File: src/include/touch_port_map.vh
/*
  touch_port_map.vh: constants for the touch host register port,
  covering status codes, timing figures and the default bus address.
  Assumes it is included by bare name from the design files.
*/
`ifndef TOUCH_PORT_MAP_VH
`define TOUCH_PORT_MAP_VH

// initialisation interval after reset, in microseconds, and the clock rate
`define INIT_TIME_US    20000
`define SYS_CLK_MHZ     40
`define INIT_CYCLES     (`INIT_TIME_US * `SYS_CLK_MHZ)

// per-transaction status byte returned on the serial data-out line
`define SPI_STAT_OK     8'h00
`define SPI_STAT_BUSY   8'h80

// spi byte positions within a transaction
`define SPI_IDX_ADDR_HI 2'h0
`define SPI_IDX_ADDR_LO 2'h1
`define SPI_IDX_FIRST   2'h2
`define SPI_IDX_LATER   2'h3
`define SPI_RW_BIT      7

// default 7-bit two-wire target address
`define I2C_ADDR_DEF    7'h55

// synchroniser lanes
`define LN_SCK          0
`define LN_SS           1
`define LN_MOSI         2
`define LN_SCL          3
`define LN_SDA          4
`define LN_COUNT        5

`endif

File: src/touch_reg_mem.v
/*
  touch_reg_mem.v: byte-wide register storage for the host port.
  Assumes a single requester per cycle; read data is registered and
  holds until the next read.
*/
`timescale 1ns/1ps

module touch_reg_mem #(
  parameter AW = 8
) (
  // clock and reset
  input  wire          sys_clk_in,
  input  wire          rst_b_in,
  input  wire          clk_en_in,
  // access port
  input  wire          we_in,
  input  wire          re_in,
  input  wire [AW-1:0] addr_in,
  input  wire [7:0]    wdata_in,
  output reg  [7:0]    rdata_out
);

  reg [7:0] mem [0:(1<<AW)-1];

  // storage array has no reset, like a real register ram
  always @(posedge sys_clk_in)
  begin
    if (clk_en_in && we_in)
      mem[addr_in] <= wdata_in;
  end

  // read data register holds between reads
  always @(posedge sys_clk_in or negedge rst_b_in)
  begin
    if (!rst_b_in)
      rdata_out <= 8'h00;
    else if (clk_en_in && re_in)
      rdata_out <= mem[addr_in];
  end

endmodule

File: src/touch_host_port.v
/*
  touch_host_port.v: serial register port of a touch controller, reached
  by a host over either spi (mode with rising-edge sampling) or a two-wire
  bus. All pins are sampled by the system clock; spi clock must be slow
  enough to give several system cycles per half period.
*/
`timescale 1ns/1ps
`include "touch_port_map.vh"

module touch_host_port #(
  parameter INIT_CYCLES = `INIT_CYCLES,
  parameter AW          = 8
) (
  // clock, reset, enable
  input  wire       sys_clk_in,
  input  wire       rst_b_in,
  input  wire       clk_en_in,
  // device state
  input  wire       dev_busy_in,
  output reg        init_done_out,
  // stored bus address configuration
  input  wire       cfg_addr_we_in,
  input  wire [6:0] cfg_addr_in,
  // spi pins
  input  wire       spi_sck_in,
  input  wire       spi_ss_b_in,
  input  wire       spi_mosi_in,
  output reg        spi_miso_out,
  output wire       spi_miso_oe_out,
  // two-wire pins
  input  wire       i2c_scl_in,
  input  wire       i2c_sda_in,
  output wire       i2c_sda_out,
  output reg        i2c_sda_oe_out
);

  localparam I_IDLE = 2'd0;
  localparam I_HDR  = 2'd1;
  localparam I_WR   = 2'd2;
  localparam I_RD   = 2'd3;

  function [15:0] next_addr;
    input [15:0] a;
    begin
      next_addr = a + 16'h0001;
    end
  endfunction

  // pin synchronisers: three stages, a change counts when stages 2 and 3 agree
  reg  [`LN_COUNT-1:0] s1_q, s2_q, s3_q, f_q;
  wire [`LN_COUNT-1:0] f_d  = (~(s2_q ^ s3_q) & s3_q) | ((s2_q ^ s3_q) & f_q);
  wire [`LN_COUNT-1:0] rise = f_d & ~f_q;
  wire [`LN_COUNT-1:0] fall = ~f_d & f_q;
  always @(posedge sys_clk_in or negedge rst_b_in)
  begin
    if (!rst_b_in)
    begin
      s1_q <= 5'h1f;
      s2_q <= 5'h1f;
      s3_q <= 5'h1f;
      f_q  <= 5'h1f;
    end
    else if (clk_en_in)
    begin
      s1_q <= {i2c_sda_in, i2c_scl_in, spi_mosi_in, spi_ss_b_in, spi_sck_in};
      s2_q <= s1_q;
      s3_q <= s2_q;
      f_q  <= f_d;
    end
  end

  // initialisation timer; 32 bits covers the default count easily
  reg [31:0] init_cnt_q;
  always @(posedge sys_clk_in or negedge rst_b_in)
  begin
    if (!rst_b_in)
    begin
      init_cnt_q    <= 32'h0000_0000;
      init_done_out <= 1'b0;
    end
    else if (clk_en_in && !init_done_out)
    begin
      if (init_cnt_q >= INIT_CYCLES - 1)
        init_done_out <= 1'b1;
      init_cnt_q <= init_cnt_q + 32'h0000_0001;
    end
  end

  // two-wire target address, reloadable from configuration
  reg [6:0] i2c_addr_q;
  always @(posedge sys_clk_in or negedge rst_b_in)
  begin
    if (!rst_b_in)
      i2c_addr_q <= `I2C_ADDR_DEF;
    else if (clk_en_in && cfg_addr_we_in)
      i2c_addr_q <= cfg_addr_in;
  end

  // ---------------- spi side ----------------
  reg  [2:0]  s_bit_q;
  reg  [1:0]  s_idx_q;
  reg  [7:0]  s_rx_q, s_tx_q, s_next_q;
  reg  [15:0] s_ptr_q;
  reg         s_rd_q, s_busy_q;
  reg         s_mre_q, s_mwe_q;
  reg  [15:0] s_maddr_q;
  reg  [7:0]  s_mwd_q;
  wire        ss_act = ~f_q[`LN_SS];
  wire [7:0]  s_byte = {s_rx_q[6:0], f_q[`LN_MOSI]};
  wire [7:0]  mem_rdata;

  assign spi_miso_oe_out = ss_act;

  always @(posedge sys_clk_in or negedge rst_b_in)
  begin
    if (!rst_b_in)
    begin
      s_bit_q <= 3'h0;  s_idx_q <= 2'h0;  s_rx_q <= 8'h00;  s_tx_q <= 8'h00;
      s_next_q <= 8'h00;  s_ptr_q <= 16'h0000;  s_rd_q <= 1'b0;
      s_busy_q <= 1'b0;  s_mre_q <= 1'b0;  s_mwe_q <= 1'b0;
      s_maddr_q <= 16'h0000;  s_mwd_q <= 8'h00;  spi_miso_out <= 1'b0;
    end
    else if (clk_en_in)
    begin
      s_mre_q <= 1'b0;
      s_mwe_q <= 1'b0;
      if (!ss_act)
      begin
        s_bit_q  <= 3'h0;
        s_idx_q  <= 2'h0;
        s_next_q <= 8'h00;
      end
      else if (rise[`LN_SCK])
      begin
        s_rx_q  <= s_byte;
        s_bit_q <= s_bit_q + 3'h1;
        if (s_bit_q == 3'h7)
        begin
          if (s_idx_q != `SPI_IDX_LATER)
            s_idx_q <= s_idx_q + 2'h1;
          if (s_idx_q == `SPI_IDX_ADDR_HI)
          begin
            // first address byte; top bit is direction
            s_ptr_q[15:8] <= {1'b0, s_byte[6:0]};
            s_rd_q        <= s_byte[`SPI_RW_BIT];
          end
          else if (s_idx_q == `SPI_IDX_ADDR_LO)
          begin
            s_ptr_q[7:0] <= s_byte;
            // busy or not yet initialised decides the status
            s_busy_q <= dev_busy_in | ~init_done_out;
            s_next_q <= (dev_busy_in | ~init_done_out) ? `SPI_STAT_BUSY : `SPI_STAT_OK;
            // prefetch first read byte while the dummy byte runs
            s_mre_q   <= s_rd_q;
            s_maddr_q <= {s_ptr_q[15:8], s_byte};
          end
          else if (s_rd_q)
          begin
            // data follows the dummy byte; busy returns zeros
            s_next_q <= s_busy_q ? 8'h00 : mem_rdata;
            if (!s_busy_q)
            begin
              s_ptr_q   <= next_addr(s_ptr_q);
              s_maddr_q <= next_addr(s_ptr_q);
              s_mre_q   <= 1'b1;
            end
          end
          else
          begin
            s_next_q <= 8'h00;
            if (!s_busy_q)
            begin
              s_mwe_q   <= 1'b1;
              s_maddr_q <= s_ptr_q;
              s_mwd_q   <= s_byte;
              s_ptr_q   <= next_addr(s_ptr_q);
            end
          end
        end
      end
      else if (fall[`LN_SCK])
      begin
        if (s_bit_q == 3'h0)
        begin
          spi_miso_out <= s_next_q[7];
          s_tx_q       <= {s_next_q[6:0], 1'b0};
        end
        else
        begin
          spi_miso_out <= s_tx_q[7];
          s_tx_q       <= {s_tx_q[6:0], 1'b0};
        end
      end
    end
  end

  // ---------------- two-wire side ----------------
  reg  [1:0]  i_st_q;
  reg  [3:0]  i_bit_q;
  reg  [1:0]  i_n_q;
  reg  [7:0]  i_rx_q, i_tx_q;
  reg  [15:0] i_start_q, i_ptr_q;
  reg         i_ack_q, i_rw_q;
  reg         i_mre_q, i_mwe_q;
  reg  [15:0] i_maddr_q;
  reg  [7:0]  i_mwd_q;
  wire        scl_hi = f_q[`LN_SCL];
  wire [7:0]  i_byte = {i_rx_q[6:0], f_q[`LN_SDA]};

  // open-drain: only ever pull low
  assign i2c_sda_out = 1'b0;

  always @(posedge sys_clk_in or negedge rst_b_in)
  begin
    if (!rst_b_in)
    begin
      i_st_q <= I_IDLE;  i_bit_q <= 4'h0;  i_n_q <= 2'h0;  i_rx_q <= 8'h00;
      i_tx_q <= 8'h00;  i_start_q <= 16'h0000;  i_ptr_q <= 16'h0000;
      i_ack_q <= 1'b0;  i_rw_q <= 1'b0;  i_mre_q <= 1'b0;  i_mwe_q <= 1'b0;
      i_maddr_q <= 16'h0000;  i_mwd_q <= 8'h00;  i2c_sda_oe_out <= 1'b0;
    end
    else if (clk_en_in)
    begin
      i_mre_q <= 1'b0;
      i_mwe_q <= 1'b0;
      // start and stop are data edges while the clock is high
      if (scl_hi && fall[`LN_SDA])
      begin
        i_st_q  <= I_HDR;
        i_bit_q <= 4'h0;
        i_n_q   <= 2'h0;
        i2c_sda_oe_out <= 1'b0;
      end
      else if (scl_hi && rise[`LN_SDA])
      begin
        i_st_q <= I_IDLE;
        i2c_sda_oe_out <= 1'b0;
      end
      else if (i_st_q != I_IDLE && rise[`LN_SCL])
      begin
        i_rx_q  <= i_byte;
        i_bit_q <= (i_bit_q == 4'h8) ? 4'h0 : i_bit_q + 4'h1;
        if (i_bit_q == 4'h7)
        begin
          case (i_st_q)
            I_HDR:
            begin
              // answer only our address after initialisation
              i_ack_q <= (i_byte[7:1] == i2c_addr_q) && init_done_out;
              i_rw_q  <= i_byte[0];
              // every read restarts at the stored start address
              i_ptr_q   <= i_start_q;
              i_maddr_q <= i_start_q;
              i_mre_q   <= i_byte[0];
            end
            I_WR:
            begin
              i_ack_q <= 1'b1;
              if (i_n_q != 2'h2)
                i_n_q <= i_n_q + 2'h1;
              if (i_n_q == 2'h0)
                i_start_q[15:8] <= i_byte;
              else if (i_n_q == 2'h1)
              begin
                i_start_q[7:0] <= i_byte;
                i_ptr_q        <= {i_start_q[15:8], i_byte};
              end
              else
              begin
                i_mwe_q   <= 1'b1;
                i_maddr_q <= i_ptr_q;
                i_mwd_q   <= i_byte;
                i_ptr_q   <= next_addr(i_ptr_q);
              end
            end
            default:
              i_ack_q <= 1'b0;
          endcase
        end
        else if (i_bit_q == 4'h8)
        begin
          if (i_st_q == I_HDR)
          begin
            if (!i_ack_q)
              i_st_q <= I_IDLE;
            else if (i_rw_q)
            begin
              i_st_q <= I_RD;
              i_tx_q <= mem_rdata;
              i_ptr_q   <= next_addr(i_ptr_q);
              i_maddr_q <= next_addr(i_ptr_q);
              i_mre_q   <= 1'b1;
            end
            else
              i_st_q <= I_WR;
          end
          else if (i_st_q == I_RD)
          begin
            // master ack asks for the next consecutive register
            if (f_q[`LN_SDA])
              i_st_q <= I_IDLE;
            else
            begin
              i_tx_q    <= mem_rdata;
              i_ptr_q   <= next_addr(i_ptr_q);
              i_maddr_q <= next_addr(i_ptr_q);
              i_mre_q   <= 1'b1;
            end
          end
        end
      end
      else if (i_st_q != I_IDLE && fall[`LN_SCL])
      begin
        // ack slot: receiving pulls low, transmitting releases for the host
        if (i_bit_q == 4'h8)
          i2c_sda_oe_out <= i_ack_q && (i_st_q != I_RD);
        else if (i_st_q == I_RD)
        begin
          i2c_sda_oe_out <= ~i_tx_q[7];
          i_tx_q         <= {i_tx_q[6:0], 1'b0};
        end
        else
          i2c_sda_oe_out <= 1'b0;
      end
    end
  end

  // shared storage; spi wins a same-cycle clash, which the buses never cause in practice
  wire          m_we    = s_mwe_q | i_mwe_q;
  wire          m_re    = s_mre_q | i_mre_q;
  wire [AW-1:0] m_addr  = (s_mwe_q | s_mre_q) ? s_maddr_q[AW-1:0] : i_maddr_q[AW-1:0];
  wire [7:0]    m_wdata = s_mwe_q ? s_mwd_q : i_mwd_q;

  touch_reg_mem #(
    .AW (AW)
  ) u_mem (
    .sys_clk_in (sys_clk_in),
    .rst_b_in   (rst_b_in),
    .clk_en_in  (clk_en_in),
    .we_in      (m_we),
    .re_in      (m_re),
    .addr_in    (m_addr),
    .wdata_in   (m_wdata),
    .rdata_out  (mem_rdata)
  );

endmodule

File: config.mk
export PLATFORM = sky130hd
export DESIGN_NAME = touch_host_port
export DESIGN_NICKNAME = d
export VERILOG_FILES = /design/src/touch_reg_mem.v /design/src/touch_host_port.v
export VERILOG_INCLUDE_DIRS = /design/src /design/src/include
export SDC_FILE = /design/constraint.sdc
export NUM_CORES = 2
export LEC_CHECK = 0
export BUFFER_PORTS_ARGS = -buffer_cell sky130_fd_sc_hd__buf_2
export CAP_MARGIN = 20
export CORE_ASPECT_RATIO = 2
export CORE_MARGIN = 4
export CORE_UTILIZATION = 55
export DETAILED_ROUTE_END_ITERATION = 12
export PLACE_DENSITY = 0.7
export SYNTH_ARGS = -nofsm -noshare
export SYNTH_HDL_FRONTEND = slang
export SYNTH_SLANG_ARGS = --single-unit
File: constraint.sdc
create_clock -name sys_clk_in -period 4.7 [get_ports sys_clk_in]
set_input_delay 0.47 -clock sys_clk_in [delete_from_list [all_inputs] [get_ports sys_clk_in]]
set_output_delay 0.47 -clock sys_clk_in [all_outputs]
set_load 0.01 [all_outputs]
==> out/metrics.cfg <==
[run_status]
status=completed

[pwr]
powerDensity_nw_per_um2=439
leakagePower_nw=27.3
vdd_drop_max_v=0.000346

[clock_tree]
clkSlewWorstSetupHoldPaths_ns=0.07
cts_tree=yes
cts_root_buffer=clkbuf_16
numCtsBuffers=183
max-clock-path-buffers=4
h-tree-depth=4
clkLatencyLatePin_ns=0.83
cts.sinks=2232
postCtsSetupBuffers=0

[setup_path]
critPathKind=flop to flop
r2r_start=s_mre_q
cp-start-kind=flop
cp.arrival_ns=5.20
end_kind=flop
path_cells=nor2_2 > buf_4 > o31ai_4 > buf_12 > buf_4 > a22oi_1 > nand3_1 > nand2_1 > nor4_1 > nor4_1 > o21a_1 > a41oi_1
r2r-end=u_mem.rdata_out[0]
cp-startpoint=s_mre_q
r2r_cells=12
worst-r2r-setup-slack_ns=0.22
worst_ep_required_time_ns=5.41
critPathSlowestCell=nor4_1
endpoint=u_mem.rdata_out[0]
cpPeakStageDelay_ns=1.01
cp_max_fo=73

[global_routing]
grt_usage=0.295
gr-total-overflow=0
grt_antenna_before_repair=2
grt_start_max_net_pins=130
first_global_vias=50300
grt_pass1_wl_mm=348

[die]
core.rowCount=203
core_um2=153000
floorplan.initialDensity=0.555
dieArea_um2=161000
boundaryPins=22
dieWidth_um=286
die-height_um=564

[synthesis]
yosysWarningCount=0
dominantRegCellSynth=edfxtp_1
synth_area_leaders=edfxtp_1 72%, dfrtp_1 4.7%, a221o_1 4.0%
synth_area_leader_cell=edfxtp_1
syn-num-nets=5102
netlist_top_cells_count=2048 x edfxtp_1, 352 x a221oi_1, 337 x a221o_1
yosysSeqAreaShare=0.777
synth.distinct_cells=73
ys_ff_latch=2232
synth_cells=5067
postSynthAreaPerCell_um2=16.8
netlist.area_leader.share=0.723
synth-edff-count=2048
synthArstFlopShare=0.0824
syn-cell-area_um2=85100
synth.most_common_cell=edfxtp_1

[routing]
routed_wl_mm=242
ant_nets=0
remaining_drc_errors=0
vias=50500
wl_per_cell_um=32.9
detail_route.vias_per_cell=6.87
drtIter0Drc=6079
drt-pass1-iter-count=8

[sta]
period_share=0.954
drv_slew=0
slew_headroom=0.197
hold_violations=0
fin_skew_ns=0.0542
grt_setup_unrepaired=no
tightestPinTransition_ns=1.20
tns_ns=0
setup_violations=0
max_clock_freq_mhz=223
layout_min_cycle_time_ns=4.48

[final_layout]
areaGrowthSynthToFinish_pct=10.9
final_cells=7353
final_net_count=5196
drive_above_1_share=0.125

[placement]
gp_congestion=0.928
dp_hpwl_mm=157
portBuffers=20
place_inst=7013

[min_path]
min_path_cells=3
min_path_type=input pin to flop

[run]
cap_violations=0

## cells by family (layout without fill, tap and decap cells)
kind of cell,count (synthesis),count (layout),share of synthesized area
other,1,5,0.0000441
muxes,98,98,0.0128
AOI/OAI and AO/OA,1341,1341,0.129
buffers and inverters,413,645,0.0220
DFF,2232,2232,0.777
and+or+nand+nor,917,917,0.0508
xor gates and xnor gates,47,47,0.00484
adders and majority gates,18,18,0.00265
## timing repair
| action | CTS | global route |
|---|---|---|
| hold buffers | 13 | 0 |
| resized for setup | 0 | 0 |
| endpoints found under the hold margin | 117 | 0 |
## cells in the final DEF, fill, tap and decap left out, types with 106 or more instances in the layout
master,n
clkbuf_16,184
nor2_1,316
edfxtp_1,2048
nand2_1,188
a221o_1,337
nand3_1,182
dfrtp_1,160
a221oi_1,352
a22oi_1,329
buf_4,215
o21ai_0,106
## layout make-up
class	instances	area, um2
Clock inverter	97	684
Fill cell	10900	59100
Clock buffer	226	4830
Timing Repair Buffer	291	2690
Inverter	31	116
Tap cell	2050	2560
Multi-Input combinational cell	2422	17300
Antenna cell	4	10.0
Sequential cell	2232	66100
## state kept, by name, indices dropped and copies added (netlist names), 4 cells and up, named ones only
signal	cells
s3_q	5
u_mem.rdata_out	8
i_maddr_q	8
s_ptr_q	8
i_tx_q	8
i_ptr_q	8
s2_q	5
i_mwd_q	8
s1_q	5
s_tx_q	7
init_cnt_q	32
s_mwd_q	8
u_mem.mem	2048
i_rx_q	7
s_next_q	8
s_maddr_q	8
s_rx_q	7
i_start_q	8
i_bit_q	4
i2c_addr_q	7
## critical path, delay by kind of cell (launching register included)
family,cells,cell delay (ns)
AND/OR/NAND/NOR,5,1.63
AO/OA/AOI/OAI,4,1.26
buffers and inverters,3,0.91
flip-flops,1,0.48
## per-stage QoR
step / worst slack, ns / hold WS (ns) / util / power, W / area [um2]
finish: 0.216 / 0.0814 / 0.615 / 0.0414 / 94400
global route: 0.186 / 0.117 / 0.615 / 0.0425 / 94400
CTS: 0.287 / 0.0501 / 0.615 / 0.0414 / 94300
detailed placement: 0.327 / 0.470 / 0.578 / 0.0272 / 88700
global placement: 0.311 / 0.449 / 0.578 / 0.0272 / 88700
floorplan: 1.41 / 0.174 / - / 0.0251 / 85100
## routing by layer
layer | track usage | vias up | part of all wire
li1 | - | 21100 | -
met1 | 0.327 | 25700 | 0.32
met2 | 0.517 | 2867 | 0.51
met3 | 0.0387 | 764 | 0.074
met4 | 0.226 | 0 | 0.094
met5 | 0 | - | 0
## worst min path at each step
stage | slack [ns] | from | to
finish | 0.08 | clk_en_in | s3_q[1]
CTS | 0.05 | clk_en_in | s3_q[1]
floorplan | 0.17 | rst_b_in | i2c_addr_q[1]
detailed placement | 0.47 | i_tx_q[3] | i_tx_q[3]
global route | 0.12 | clk_en_in | s3_q[1]
global placement | 0.45 | init_cnt_q[5] | init_cnt_q[5]
## power breakdown
part	leakage (nW)	switching, W	internal, W
Sequential	18.0	0.000300	0.0216
Clock	2.71	0.00678	0.00774
Combinational	6.57	0.00335	0.00167
Note: power is estimated with default switching activity, not from simulation.
